`src/core/fsp_params.svh`:
```
// Purpose: Offsets, field positions, reset values and timing counts of the
//          frequency step and vector surge protection element.
// Assumes: 200 MHz clock; byte addresses on the register bus.
// Notes:   Definitions only.
// Notes on behaviour
// - Frequency evaluation is inhibited while all three line voltages are below the minimum.
// - In step mode each phase is checked against the pickup threshold and the step threshold.
// - A pickup without blocking raises the alarm at once and starts the supervision interval.
// - Inside the interval a trip follows when pickup still holds and the step is reached.
// - An interval that expires without the step locks the element until a new pickup crossing.
// - In surge mode every rising zero crossing of a phase starts a new cycle duration measurement.
// - Each cycle duration is compared with a reference and the angle follows from the deviation.
// - The surge angle must exceed its threshold in the set number of phases, one, two or three.
// - A surge without blocking raises alarm and trip together with no delay.
// - Surge tripping is suppressed while any phase is reported lost.
// - The low voltage lockout acts before any surge decision can be made.
// - A mains failure is detected by the surge function within 60 ms.
// - Slow frequency drift never produces a surge trip.
// - An overfrequency pickup releases only at 99.95 % of the trip value and 0.05 % of nominal.
// - An underfrequency pickup releases only at 100.05 % of the trip value and 0.05 % of nominal.
// - The step is an absolute difference, a fall for under and a rise for over, over an interval.
`ifndef FSP_PARAMS_SVH
`define FSP_PARAMS_SVH
`define FSP_CLK_PERIOD_PS 5000
`define FSP_US_PS 1000000
`define FSP_US_CYC (`FSP_US_PS / `FSP_CLK_PERIOD_PS)
`define FSP_MS_US 1000
`define FSP_REG_CTRL 6'h00
`define FSP_REG_PICKUP 6'h04
`define FSP_REG_STEP 6'h08
`define FSP_REG_INTERVAL 6'h0c
`define FSP_REG_UV 6'h10
`define FSP_REG_SURGE 6'h14
`define FSP_REG_NOMINAL 6'h18
`define FSP_REG_STATE 6'h1c
`define FSP_REG_IRQ_STAT 6'h20
`define FSP_REG_IRQ_MASK 6'h24
`define FSP_CTRL_MODE_LSB 0
`define FSP_CTRL_NEED_LSB 2
`define FSP_CTRL_BLOCK_BIT 4
`define FSP_RST_CTRL 5'h04
`define FSP_RST_PICKUP 16'hc350
`define FSP_RST_STEP 16'h0320
`define FSP_RST_INTERVAL 16'h0064
`define FSP_RST_UV 16'h0100
`define FSP_RST_SURGE 8'h0a
`define FSP_RST_NOMINAL 16'hc350
`define FSP_RATIO_BASE 32'd10000
`define FSP_RATIO_UP 32'd10005
`define FSP_RATIO_DN 32'd9995
`define FSP_HYST_NOM 32'd5
`define FSP_FULL_TURN 25'd360
`endif

```
`src/core/fsp_pkg.sv`:
```
// Purpose: Types shared by the protection element files.
// Assumes: Frequencies in mHz, magnitudes in raw converter units.
// Notes:   Constants live in fsp_params.svh.
package fsp_pkg;
  typedef enum logic [1:0] {MODE_OFF, MODE_UNDER_STEP, MODE_OVER_STEP, MODE_SURGE} fsp_mode_e;
  typedef enum logic [1:0] {ST_IDLE, ST_RUN, ST_TRIP, ST_LOCK} fsp_state_e;
  typedef struct packed {
    logic [15:0] freq;
    logic [15:0] mag;
  } fsp_phase_s;
  typedef struct packed {
    logic sw_block;
    logic [1:0] need;
    fsp_mode_e mode;
  } fsp_ctrl_s;
endpackage

```
`src/core/fsp_step_det.sv`:
```
// Purpose: Per-phase frequency pickup with dropout band and step check.
// Assumes: freq, thresholds and nominal in mHz.
// Notes:   Release needs both the ratio band and the absolute band.
`include "fsp_params.svh"
module fsp_step_det
  import fsp_pkg::*;
(
  input wire logic clk,
  input wire logic rst_b,
  input wire logic eval_en,
  input wire logic over,
  input wire logic capture,
  input wire logic [15:0] freq,
  input wire logic [15:0] pickup,
  input wire logic [15:0] nominal,
  input wire logic [15:0] step,
  output logic picked,
  output logic step_hit
);
  logic [15:0] f0;
  logic [31:0] f_s;
  logic [31:0] thr_s;
  logic [31:0] band;
  logic rel_under;
  logic rel_over;
  logic next_picked;
  logic [16:0] rise;
  logic [16:0] fall;
  assign f_s = 32'(freq) * `FSP_RATIO_BASE;
  assign thr_s = 32'(pickup) * `FSP_RATIO_BASE;
  assign band = 32'(nominal) * `FSP_HYST_NOM;
  assign rel_under = f_s >= 32'(pickup) * `FSP_RATIO_UP && f_s >= thr_s + band;
  assign rel_over = f_s <= 32'(pickup) * `FSP_RATIO_DN && f_s + band <= thr_s;
  assign next_picked = !eval_en ? 1'b0 :
                       !picked ? (over ? freq > pickup : freq < pickup) :
                       !(over ? rel_over : rel_under);
  assign rise = {1'b0, freq} - {1'b0, f0};
  assign fall = {1'b0, f0} - {1'b0, freq};
  // Sign bit of the difference rules out the wrong direction
  assign step_hit = over ? (!rise[16] && rise[15:0] >= step) :
                           (!fall[16] && fall[15:0] >= step);
  always_ff @(posedge clk or negedge rst_b)
  begin
    if (!rst_b)
    begin
      picked <= 1'b0;
      f0 <= 16'h0000;
    end
    else
    begin
      picked <= next_picked;
      if (capture)
        f0 <= freq;
    end
  end
endmodule // fsp_step_det

```
`src/core/fsp_surge_det.sv`:
```
// Purpose: Per-phase cycle duration measurement and vector surge angle check.
// Assumes: us_tick is a one-cycle pulse every microsecond.
// Notes:   Angle test is dev*360 > deg*ref, so no divider is needed.
`include "fsp_params.svh"
module fsp_surge_det
  import fsp_pkg::*;
(
  input wire logic clk,
  input wire logic rst_b,
  input wire logic us_tick,
  input wire logic zc,
  input wire logic eval_en,
  input wire logic [7:0] thr_deg,
  output logic exceed
);
  logic [15:0] cnt;
  logic [15:0] ref_t;
  logic ref_ok;
  logic armed;
  logic [15:0] dev;
  logic over_thr;
  assign dev = (cnt >= ref_t) ? cnt - ref_t : ref_t - cnt;
  // Consecutive cycles only: slow drift gives tiny deviations
  assign over_thr = 25'(dev) * `FSP_FULL_TURN > 25'(thr_deg) * 25'(ref_t);
  always_ff @(posedge clk or negedge rst_b)
  begin
    if (!rst_b)
    begin
      cnt <= 16'h0000;
      ref_t <= 16'h0000;
      ref_ok <= 1'b0;
      armed <= 1'b0;
      exceed <= 1'b0;
    end
    else if (!eval_en)
    begin
      cnt <= 16'h0000;
      ref_ok <= 1'b0;
      armed <= 1'b0;
      exceed <= 1'b0;
    end
    else if (zc)
    begin
      cnt <= 16'h0000;
      ref_t <= cnt;
      armed <= 1'b1;
      // Count up to the first crossing is a partial cycle, never a reference
      ref_ok <= armed;
      exceed <= ref_ok && over_thr;
    end
    else if (us_tick && cnt != 16'hffff)
      cnt <= cnt + 16'h0001;
  end
endmodule // fsp_surge_det

```
`src/core/fsp_top.sv`:
```
// Purpose: Frequency step and vector surge protection element with an
//          Avalon-MM register slave and a level interrupt.
// Assumes: meas, block_in and phase_lost come from logic on clk; zero_cross
//          comes from pin comparators and is synchronised here.
// Notes:   Alarm and trip are registered, one clock after their cause.
//
// Added by the designer: the register addresses and the Avalon-MM interface to the registers.
`include "fsp_params.svh"
module fsp_top
  import fsp_pkg::*;
(
  input wire logic clk,
  input wire logic rst_b,
  input wire logic [5:0] address,
  input wire logic read,
  input wire logic write,
  input wire logic [31:0] writedata,
  output logic [31:0] readdata,
  output logic waitrequest,
  input fsp_phase_s meas_a_b,
  input fsp_phase_s meas_b_c,
  input fsp_phase_s meas_c_a,
  input wire logic [2:0] zero_cross,
  input wire logic block_in,
  input wire logic [2:0] phase_lost,
  output logic alarm,
  output logic trip,
  output logic irq
);
  function automatic logic reg_hit(input logic [5:0] addr, input logic [5:0] off);
    reg_hit = addr == off;
  endfunction

  fsp_ctrl_s ctrl;
  logic [15:0] pickup;
  logic [15:0] step;
  logic [15:0] interval;
  logic [15:0] uv_thr;
  logic [7:0] surge_deg;
  logic [15:0] nominal;
  logic [3:0] irq_stat;
  logic [3:0] irq_mask;
  logic ack;
  logic done;
  logic wr_done;
  logic rd_clear;
  logic [31:0] rd_mux;

  fsp_phase_s ph [3];
  assign ph[0] = meas_a_b;
  assign ph[1] = meas_b_c;
  assign ph[2] = meas_c_a;

  // Zero crossing pins: three stages, a change counts when stages 2 and 3 agree
  logic [2:0] zc_s1;
  logic [2:0] zc_s2;
  logic [2:0] zc_s3;
  logic [2:0] zc_lvl;
  logic [2:0] zc_edge;

  // Time base
  logic [7:0] us_cnt;
  logic [9:0] ms_cnt;
  logic us_tick;
  logic ms_tick;

  // Evaluation gating
  logic [2:0] mag_low;
  logic all_low;
  logic blocked;
  logic step_mode;
  logic over_mode;
  logic surge_mode;
  logic eval_en;
  logic step_en;
  logic surge_en;

  // Step supervision
  fsp_state_e state;
  fsp_state_e next_state;
  logic [15:0] timer;
  logic [2:0] picked;
  logic [2:0] step_hit;
  logic pick_any;
  logic hit_any;
  logic start_run;
  logic timer_out;

  // Surge
  logic [2:0] exceed;
  logic [1:0] exceed_cnt;
  logic [1:0] need;
  logic surge_cond;

  logic next_alarm;
  logic next_trip;
  logic [3:0] events;
  logic surge_q;

  genvar g;
  generate
    for (g = 0; g < 3; g++)
    begin : g_phase
      always_ff @(posedge clk or negedge rst_b)
      begin
        if (!rst_b)
        begin
          zc_s1[g] <= 1'b0;
          zc_s2[g] <= 1'b0;
          zc_s3[g] <= 1'b0;
          zc_lvl[g] <= 1'b0;
        end
        else
        begin
          zc_s1[g] <= zero_cross[g];
          zc_s2[g] <= zc_s1[g];
          zc_s3[g] <= zc_s2[g];
          if (zc_s2[g] == zc_s3[g])
            zc_lvl[g] <= zc_s3[g];
        end
      end

      assign zc_edge[g] = zc_s2[g] && zc_s3[g] && !zc_lvl[g];
      assign mag_low[g] = ph[g].mag < uv_thr;

      fsp_step_det u_step (
        .clk(clk),
        .rst_b(rst_b),
        .eval_en(step_en),
        .over(over_mode),
        .capture(start_run),
        .freq(ph[g].freq),
        .pickup(pickup),
        .nominal(nominal),
        .step(step),
        .picked(picked[g]),
        .step_hit(step_hit[g])
      );

      fsp_surge_det u_surge (
        .clk(clk),
        .rst_b(rst_b),
        .us_tick(us_tick),
        .zc(zc_edge[g]),
        .eval_en(surge_en),
        .thr_deg(surge_deg),
        .exceed(exceed[g])
      );
    end
  endgenerate

  // Dividers: microsecond and millisecond enables
  assign us_tick = us_cnt == 8'(`FSP_US_CYC - 1);
  assign ms_tick = us_tick && ms_cnt == 10'(`FSP_MS_US - 1);

  always_ff @(posedge clk or negedge rst_b)
  begin
    if (!rst_b)
    begin
      us_cnt <= 8'h00;
      ms_cnt <= 10'h000;
    end
    else
    begin
      us_cnt <= us_tick ? 8'h00 : us_cnt + 8'h01;
      if (us_tick)
        ms_cnt <= ms_tick ? 10'h000 : ms_cnt + 10'h001;
    end
  end

  // Lockout is combinational on the live magnitudes, ahead of any decision
  assign all_low = &mag_low;
  assign blocked = ctrl.sw_block || block_in;
  assign step_mode = ctrl.mode == MODE_UNDER_STEP || ctrl.mode == MODE_OVER_STEP;
  assign over_mode = ctrl.mode == MODE_OVER_STEP;
  assign surge_mode = ctrl.mode == MODE_SURGE;
  assign eval_en = !all_low;
  assign step_en = eval_en && step_mode;
  // Reference restarts once a blocking condition goes away
  assign surge_en = eval_en && surge_mode && !blocked && !(|phase_lost);

  // Step supervision sequence
  assign pick_any = |picked;
  assign hit_any = |(picked & step_hit);
  assign timer_out = timer == 16'h0000;
  assign start_run = state == ST_IDLE && pick_any && !blocked;

  always_comb
  begin
    next_state = state;
    unique case (state)
      ST_IDLE:
      begin
        if (start_run)
          next_state = ST_RUN;
      end
      ST_RUN:
      begin
        if (!pick_any || blocked)
          next_state = ST_IDLE;
        else if (hit_any)
          next_state = ST_TRIP;
        else if (timer_out)
          next_state = ST_LOCK;
      end
      ST_TRIP:
      begin
        if (!pick_any || blocked)
          next_state = ST_IDLE;
      end
      ST_LOCK:
      begin
        // Only a fresh crossing of the pickup threshold rearms
        if (!pick_any)
          next_state = ST_IDLE;
      end
    endcase
  end

  always_ff @(posedge clk or negedge rst_b)
  begin
    if (!rst_b)
    begin
      state <= ST_IDLE;
      timer <= 16'h0000;
    end
    else
    begin
      state <= next_state;
      if (start_run)
        timer <= interval;
      else if (state == ST_RUN && ms_tick && !timer_out)
        timer <= timer - 16'h0001;
    end
  end

  // Surge decision: count of phases over the angle against the setting
  assign exceed_cnt = 2'({1'b0, exceed[0]} + {1'b0, exceed[1]} + {1'b0, exceed[2]});
  assign need = ctrl.need == 2'b00 ? 2'b01 : ctrl.need;
  // Decided on the crossing itself, well inside three mains cycles
  assign surge_cond = surge_en && exceed_cnt >= need;

  assign next_alarm = state == ST_RUN || state == ST_TRIP || surge_cond;
  assign next_trip = state == ST_TRIP || surge_cond;

  always_ff @(posedge clk or negedge rst_b)
  begin
    if (!rst_b)
    begin
      alarm <= 1'b0;
      trip <= 1'b0;
      surge_q <= 1'b0;
    end
    else
    begin
      alarm <= next_alarm;
      trip <= next_trip;
      surge_q <= surge_cond;
    end
  end

  // Events: alarm rise, trip rise, lock entry, surge rise
  assign events = {surge_cond && !surge_q,
                   next_state == ST_LOCK && state != ST_LOCK,
                   next_trip && !trip,
                   next_alarm && !alarm};

  // Bus slave: one wait cycle, read data captured on the first edge
  assign waitrequest = (read || write) && !ack;
  assign done = (read || write) && ack;
  assign wr_done = done && write;
  assign rd_clear = done && read && reg_hit(address, `FSP_REG_IRQ_STAT);

  assign rd_mux =
    reg_hit(address, `FSP_REG_CTRL) ? {27'h0, ctrl} :
    reg_hit(address, `FSP_REG_PICKUP) ? {16'h0, pickup} :
    reg_hit(address, `FSP_REG_STEP) ? {16'h0, step} :
    reg_hit(address, `FSP_REG_INTERVAL) ? {16'h0, interval} :
    reg_hit(address, `FSP_REG_UV) ? {16'h0, uv_thr} :
    reg_hit(address, `FSP_REG_SURGE) ? {24'h0, surge_deg} :
    reg_hit(address, `FSP_REG_NOMINAL) ? {16'h0, nominal} :
    reg_hit(address, `FSP_REG_STATE) ? {21'h0, exceed, picked, state, all_low, trip, alarm} :
    reg_hit(address, `FSP_REG_IRQ_STAT) ? {28'h0, irq_stat} :
    reg_hit(address, `FSP_REG_IRQ_MASK) ? {28'h0, irq_mask} :
    32'h0000_0000;

  always_ff @(posedge clk or negedge rst_b)
  begin
    if (!rst_b)
    begin
      ack <= 1'b0;
      readdata <= 32'h0000_0000;
    end
    else
    begin
      ack <= (read || write) && !ack;
      if (read && !ack)
        readdata <= rd_mux;
    end
  end

  always_ff @(posedge clk or negedge rst_b)
  begin
    if (!rst_b)
    begin
      ctrl <= fsp_ctrl_s'(`FSP_RST_CTRL);
      pickup <= `FSP_RST_PICKUP;
      step <= `FSP_RST_STEP;
      interval <= `FSP_RST_INTERVAL;
      uv_thr <= `FSP_RST_UV;
      surge_deg <= `FSP_RST_SURGE;
      nominal <= `FSP_RST_NOMINAL;
      irq_mask <= 4'h0;
    end
    else if (wr_done)
    begin
      if (reg_hit(address, `FSP_REG_CTRL))
        ctrl <= fsp_ctrl_s'(writedata[4:0]);
      if (reg_hit(address, `FSP_REG_PICKUP))
        pickup <= writedata[15:0];
      if (reg_hit(address, `FSP_REG_STEP))
        step <= writedata[15:0];
      if (reg_hit(address, `FSP_REG_INTERVAL))
        interval <= writedata[15:0];
      if (reg_hit(address, `FSP_REG_UV))
        uv_thr <= writedata[15:0];
      // Zero angle would let noise trip, so one degree is the floor
      if (reg_hit(address, `FSP_REG_SURGE))
        surge_deg <= writedata[7:0] == 8'h00 ? 8'h01 : writedata[7:0];
      if (reg_hit(address, `FSP_REG_NOMINAL))
        nominal <= writedata[15:0];
      if (reg_hit(address, `FSP_REG_IRQ_MASK))
        irq_mask <= writedata[3:0];
    end
  end

  // Sticky status: a new event in the clearing cycle survives
  always_ff @(posedge clk or negedge rst_b)
  begin
    if (!rst_b)
      irq_stat <= 4'h0;
    else
      irq_stat <= (irq_stat & ~{4{rd_clear}}) | events;
  end

  assign irq = |(irq_stat & irq_mask);

endmodule // fsp_top

```
`config.mk`:
```
export PLATFORM = sky130hd
export DESIGN_NAME = fsp_top
export DESIGN_NICKNAME = d
export VERILOG_FILES = /design/src/core/fsp_pkg.sv /design/src/core/fsp_step_det.sv /design/src/core/fsp_surge_det.sv /design/src/core/fsp_top.sv
export VERILOG_INCLUDE_DIRS = /design/src /design/src/core
export SDC_FILE = /design/constraint.sdc
export NUM_CORES = 2
export LEC_CHECK = 0
export ABC_AREA = 1
export BUFFER_PORTS_ARGS = -buffer_cell sky130_fd_sc_hd__buf_2
export CAP_MARGIN = 40
export CELL_PAD_IN_SITES_DETAIL_PLACEMENT = 0
export CELL_PAD_IN_SITES_GLOBAL_PLACEMENT = 1
export CORE_ASPECT_RATIO = 0.5
export CORE_MARGIN = 2
export CORE_UTILIZATION = 50
export DETAILED_ROUTE_END_ITERATION = 16
export PLACE_DENSITY_LB_ADDON = 0.1
export SKIP_LAST_GASP = 1
export SLEW_MARGIN = 25
export SYNTH_ARGS = -nofsm -noshare
export SYNTH_HDL_FRONTEND = slang
export SYNTH_SLANG_ARGS = --single-unit
```
`constraint.sdc`:
```
create_clock -name clk -period 20.3 [get_ports clk]
set_clock_uncertainty 0.1 [all_clocks]
set_input_delay 4.06 -clock clk [delete_from_list [all_inputs] [get_ports clk]]
set_output_delay 4.06 -clock clk [all_outputs]
set_load 0.05 [all_outputs]
```
* Yosys cells after proc, flatten, opt, wreduce, memory -nomap -nowiden
Index checks and enable logic that the tools add are counted.
Operators by class: reductions and logical operators 94, eq/ne operators 31, shift-type cells 0, multiplexer cells 68, $mul 13, bitwise gates (word level) 5, $add $sub $neg 24, order comparisons 34, div/mod/pow operators 0
Operators by type and width (count):
- 2-to-1 mux 16 bit | 21
- >= comparator 16 bit | 9
- adder 30 x 19 -> 31 bit | 4
- multiplier 16 x 10 -> 26 bit (second input constant) | 4
- subtractor 16 x 16 -> 17 bit | 6
- less-or-equal comparator 32 x 30 -> 1 bit | 3
- < comparator 16 bit | 6
- subtractor 16 bit | 6
- >= comparator 30 bit | 3
- less-or-equal comparator 30 bit | 3
- > comparator 25 x 24 -> 1 bit | 3
- multiplier 8 x 16 -> 24 bit | 3
- multiplier 16 x 6 -> 22 bit (second input constant) | 3
- >= comparator 30 x 32 -> 1 bit | 2
- multiplier 16 x 14 -> 30 bit (second input constant) | 2
- adder 16 x 1 -> 16 bit (second input constant) | 3
- > comparator 16 bit | 3
- != test 16 bit (second input constant) | 3
- logical AND 1 bit | 44
- 2-to-1 mux 1 bit | 33
- >= comparator 30 x 31 -> 1 bit | 1
- equality test 6 x 5 -> 1 bit (second input constant) | 4
- AND reduction 2 bit | 11
- logical NOT 1 bit | 21
- 38 further kinds | 68
Storage, ports and cells: RAM bits 0, memories kept 0, register bits 341, input bits 145, bits in latches 0, word-level logic and storage cells 322, output and inout bits 36, bits in read-only memories 0

* Logic depth before layout (Yosys ltp)
depth in word-level cells 12, mapped depth 45, gate-level depth less buffers 44

* Modules after synthesis
A second synthesis with hierarchy kept.
Second synthesis, totals: cell total of the unflattened synthesis 13018, area, all modules 95077.4 um^2
By module, submodules not included:
- fsp_step_det at g_phase[2].u_step | seq. area each 425.4 um^2, cells each 2666, times used 1, area an instance 19008.2 um^2
- fsp_step_det at g_phase[1].u_step | seq. area each 425.4 um^2, cells each 2540, times used 1, area an instance 18619.1 um^2
- fsp_step_det at g_phase[0].u_step | seq. area each 425.4 um^2, cells each 2502, times used 1, area an instance 18537.8 um^2
- fsp_surge_det at g_phase[0].u_surge | seq. area each 875.8 um^2, cells each 1414, times used 1, area an instance 10054.6 um^2
- fsp_surge_det at g_phase[2].u_surge | seq. area each 875.8 um^2, cells each 1420, times used 1, area an instance 10042.1 um^2
- fsp_surge_det at g_phase[1].u_surge | seq. area each 875.8 um^2, cells each 1372, times used 1, area an instance 9740.6 um^2
- fsp_top | seq. area each 4256.6 um^2, cells each 1104, times used 1, area an instance 9075.0 um^2

* Worst setup path before layout
Ideal clock, no wire load.
path type input-to-reg, start point input meas_a_b[23] (netlist name), end point register g_phase[0].u_step.picked, cell stages on the path 35, slack 10.296 ns, arrival 9.783 ns, data required time 20.079 ns, library setup time 0.121 ns, path buffers 0, path through inv_1 -> fa_1 -> inv_1 -> ha_1 -> fa_1 -> ha_1 -> fa_1 -> ha_1 -> inv_1 -> o21ai_0 -> nor2_1 -> nand2_1 -> a31o_2 -> xor2_1 -> ha_1 -> nand2_1 -> nor2_1 -> nand3_1 -> nand2_1 -> nand2_1 -> nor2_2 -> nand3_2 -> nor2_2 -> nand4_1 -> xor2_1 -> ha_1 -> nand2_1 -> nor4b_1 -> nand4_1 -> nand2_1 -> nand2_1 -> nor2_1 -> nand2_1 -> nand2_1 -> a21oi_2
Between the ends: cells in the longest elaborated chain, start to end 8, elaborated cells on any way between the ends 15, those cells by class add/sub: 1; mul: 1; order compare: 6; mux: 4; reduce/logical: 3
Ends and longest elaborated chain:
- start: declaration | line fsp_top.sv:20 | input fsp_phase_s meas_a_b,
- multiplier 16 x 10 -> 26 bit (no source line)
- adder 30 x 19 -> 31 bit | line fsp_step_det.sv:33 | assign rel_over = f_s <= 32'(pickup) * `FSP_RATIO_DN && f_s + band <= thr_s;
- less-or-equal comparator 32 x 30 -> 1 bit | line fsp_step_det.sv:33
- logical AND 1 bit | line fsp_step_det.sv:33
- 2-to-1 mux 1 bit | line fsp_step_det.sv:36 | !(over ? rel_over : rel_under);
- logical NOT 1 bit | line fsp_step_det.sv:36
- 2-to-1 mux 1 bit (*) | line fsp_step_det.sv:35 | !picked ? (over ? freq > pickup : freq < pickup) :
- 2-to-1 mux 1 bit (*) | line fsp_step_det.sv:34 | assign next_picked = !eval_en ? 1'b0 :
- via g_phase[0].u_step.next_picked | line fsp_step_det.sv:26 | logic next_picked;
- end signal: assignment | line fsp_step_det.sv:51 | picked <= next_picked;
- end: declaration | line fsp_step_det.sv:17 | output logic picked,
The timed path passes the listed nets; every way through them passes the cells marked *. A chain may end at the register's enable or synchronous reset.

* Final worst setup path
start point input meas_c_a[19] (netlist name), end point register g_phase[2].u_step.picked
Between the ends: cells in the longest elaborated chain, start to end 8, elaborated cells on any way between the ends 15, those cells by class add/sub: 1; mul: 1; order compare: 6; mux: 4; reduce/logical: 3
Ends and longest elaborated chain:
- start: declaration | line fsp_top.sv:22 | input fsp_phase_s meas_c_a,
- multiplier 16 x 10 -> 26 bit (no source line)
- adder 30 x 19 -> 31 bit | line fsp_step_det.sv:33
- less-or-equal comparator 32 x 30 -> 1 bit | line fsp_step_det.sv:33
- logical AND 1 bit | line fsp_step_det.sv:33
- 2-to-1 mux 1 bit | line fsp_step_det.sv:36
- logical NOT 1 bit | line fsp_step_det.sv:36
- 2-to-1 mux 1 bit (*) | line fsp_step_det.sv:35
- 2-to-1 mux 1 bit (*) | line fsp_step_det.sv:34
- via g_phase[2].u_step.next_picked | line fsp_step_det.sv:26
- end signal: assignment | line fsp_step_det.sv:51
- end: declaration | line fsp_step_det.sv:17
Marks and branches as above.

==> results_dict.tcl <==
set metrics [dict create \
    outcome "finished clean" \
    critPathRequiredTime_ps 20660 \
    viasPerCell 5.35 \
    syn_inst 9609 \
    critPathKind "input pin to flip-flop" \
    cp_max_fo 10 \
    setup_viol 0 \
    cts-root-buf "clkbuf_16" \
    endpoint_kind "flip-flop" \
    final_layout_size_suffix_gt1_frac 0.0390 \
    hold_buffers 0 \
    grt_pass1_vias 60500 \
    area_growth_pct 6.04 \
    slew-limit-headroom 0.327 \
    crit_path_frequent_cell "inv_1" \
    synth_edf_count 0 \
    drt-wirelength-per-cell_um 18.6 \
    gp_congestion 0.939 \
    synth.cell_area_mm2 0.0722 \
    cts_setup_buffers 0 \
    post-route-period-util 0.556 \
    io_buffers 148 \
    first_pass_iters 6 \
    p_leak_uw 0.0421 \
    nNetsFinal 11900 \
    setup_slack_ps 9000 \
    path_clk_slew_ps 60 \
    numCtsBuffers 41 \
    core_area_mm2 0.143 \
    grtUsageTotal 0.292 \
    r2r_start "pickup[4]" \
    start_kind "input pin" \
    ir_drop_v 0.0000872 \
    die-area_mm2 0.148 \
    yosys_register_bits 325 \
    grt_pass1_wl_um 341000 \
    start_util 0.505 \
    post_cts_resized 0 \
    p_per_area_mw_per_mm2 129 \
    finalSetupTns_ps 0 \
    grt_max_degree 155 \
    synth.yosys.seq_area_share 0.113 \
    period_minus_slack_ps 11300 \
    hold_path_class "flip-flop to flip-flop" \
    cts_tree "yes" \
    crit_slowest_cell "fa_1" \
    rows 98 \
    async_reset_ff_frac 1.00 \
    fillCellCount 14300 \
    grt_overflow 0 \
    drt_iter0_markers 4161 \
    antenna_found_initial 9 \
    top_regs "g_phase.u_step.f0: 48 flops, g_phase.u_surge.cnt: 48 flops, g_phase.u_surge.ref_t: 48 flops" \
    layout_commonest_cell "inv_1" \
    ys.flop_type "dfrtp_1" \
    startpoint "meas_c_a[19]" \
    htreeDepth 2 \
    avgSynthCellArea_um2 7.52 \
    die-height_um 273 \
    dp_hpwl_um 185000 \
    cap_violations 0 \
    hold_start "zc_s1[1]" \
    via_count 62000 \
    ys_warn_count 0 \
    cts.sinks 325 \
    final_cell_mix "1963 x inv_1, 1778 x nand2_1, 1508 x ha_1" \
    ant_nets 0 \
    critPathArrivalTime_ps 11650 \
    drt_wl_total_um 216000 \
    die_x_um 542 \
    hold_violations 0 \
    worstSkewPairLatency_ps 590 \
    place_ws_ps 8540 \
    drv_slew 0 \
    cts.path.max_buffers 3 \
    cpPeakStageDelay_ps 510 \
    max_freq_mhz 88.5 \
    drc 0 \
    yosysUniqueCellTypes 76 \
    rsz0062_at_grt "no" \
    io_pins 181 \
    worst_pin_slew_ps 1010 \
]
==> cell families (layout without fill, tap and decap cells) <==
logic type               after synthesis  after routing  synth area share
AND/OR/NAND/NOR                     2772           2772             0.159
XOR/XNOR                             478            478            0.0583
adder cells (fa/ha/maj)             2059           2059             0.414
buffers and inverters               2168           2244             0.114
AO/OA/AOI/OAI                       1787           1787             0.140
other                                  1             21         0.0000519
flip-flops                           325            325             0.113
multiplexers                          19             19           0.00275
==> cell usage after synthesis (all sizes together), types with 19 or more instances <==
cell type | instances | area (um2)
a221oi | 19 | 166
dfstp | 22 | 578
xor2 | 344 | 3040
fa | 551 | 11000
a211oi | 37 | 278
a21o | 48 | 362
xnor2 | 134 | 1170
a31oi | 41 | 272
nand4 | 105 | 657
a21oi | 826 | 4160
nor4 | 47 | 294
dfrtp | 303 | 7580
ha | 1508 | 18900
clkbuf | 164 | 616
o2111ai | 24 | 210
nor2 | 458 | 1760
buf | 37 | 214
o21ai | 564 | 2850
o21a | 36 | 270
a21boi | 39 | 300
nand2 | 1786 | 6720
o211ai | 38 | 290
nand3 | 216 | 1100
inv | 1966 | 7380
nor3 | 102 | 532
o31ai | 22 | 165
o21bai | 33 | 248
==> routing by layer <==
| layer | vias up | track usage | part of all wire |
|---|---|---|---|
| met1 | 29300 | 0.409 | 0.47 |
| met3 | 235 | 0.0276 | 0.048 |
| li1 | 31200 | - | - |
| met4 | 0 | 0.0714 | 0.026 |
| met5 | - | 0 | 0 |
| met2 | 1294 | 0.486 | 0.45 |
==> per-stage QoR <==
stage	hold slack, ps	util	total power, uW	cell area, um2	cells
finish	248	0.535	9920	76600	11600
global route	257	0.535	11200	76600	11600
CTS	249	0.535	9890	76500	11600
detailed placement	236	0.525	9030	75100	11500
global placement	233	0.523	8890	74900	11500
floorplan	231	-	6920	72300	9624
==> critical path: cells and delay by family <==
kind,cells,cell delay (ps)
AOI/OAI and AO/OA,7,1390
xor gates and xnor gates,2,540
adders and majority gates,8,2820
buffers and inverters,7,790
and+or+nand+nor,12,2040
==> area by class of cell <==
| class | instances | area, um2 | area share |
|---|---|---|---|
| antenna | 5 | 12.5 | 0.000163 |
| clock buffer | 58 | 1220 | 0.0159 |
| clock inverter | 16 | 229 | 0.00299 |
| inverter | 1967 | 7380 | 0.0964 |
| multi-input combinational | 7131 | 55900 | 0.730 |
| sequential | 325 | 8170 | 0.107 |
| tap | 1900 | 2380 | 0.0310 |
| timing repair buffer | 203 | 1280 | 0.0167 |
==> worst paths after layout <==
kind	to	slack, ps	cells after the start
worst max-delay path	g_phase[2].u_step.picked	9000	36
worst min-delay path	zc_s2[1]	250	0
worst max register to register	g_phase[1].u_step.picked	10500	32
worst min register to register	zc_s2[1]	250	0
max in group asynchronous	pickup[6]	14540	4
min in group asynchronous	g_phase[0].u_step.f0[6]	3420	1
==> where the power goes <==
part	leakage, uW	internal [uW]	switching (uW)
Combinational	0.0374	3140	5160
Clock	0.000713	483	318
Sequential	0.00403	739	78.9
Power figures use the tool's default switching activity.
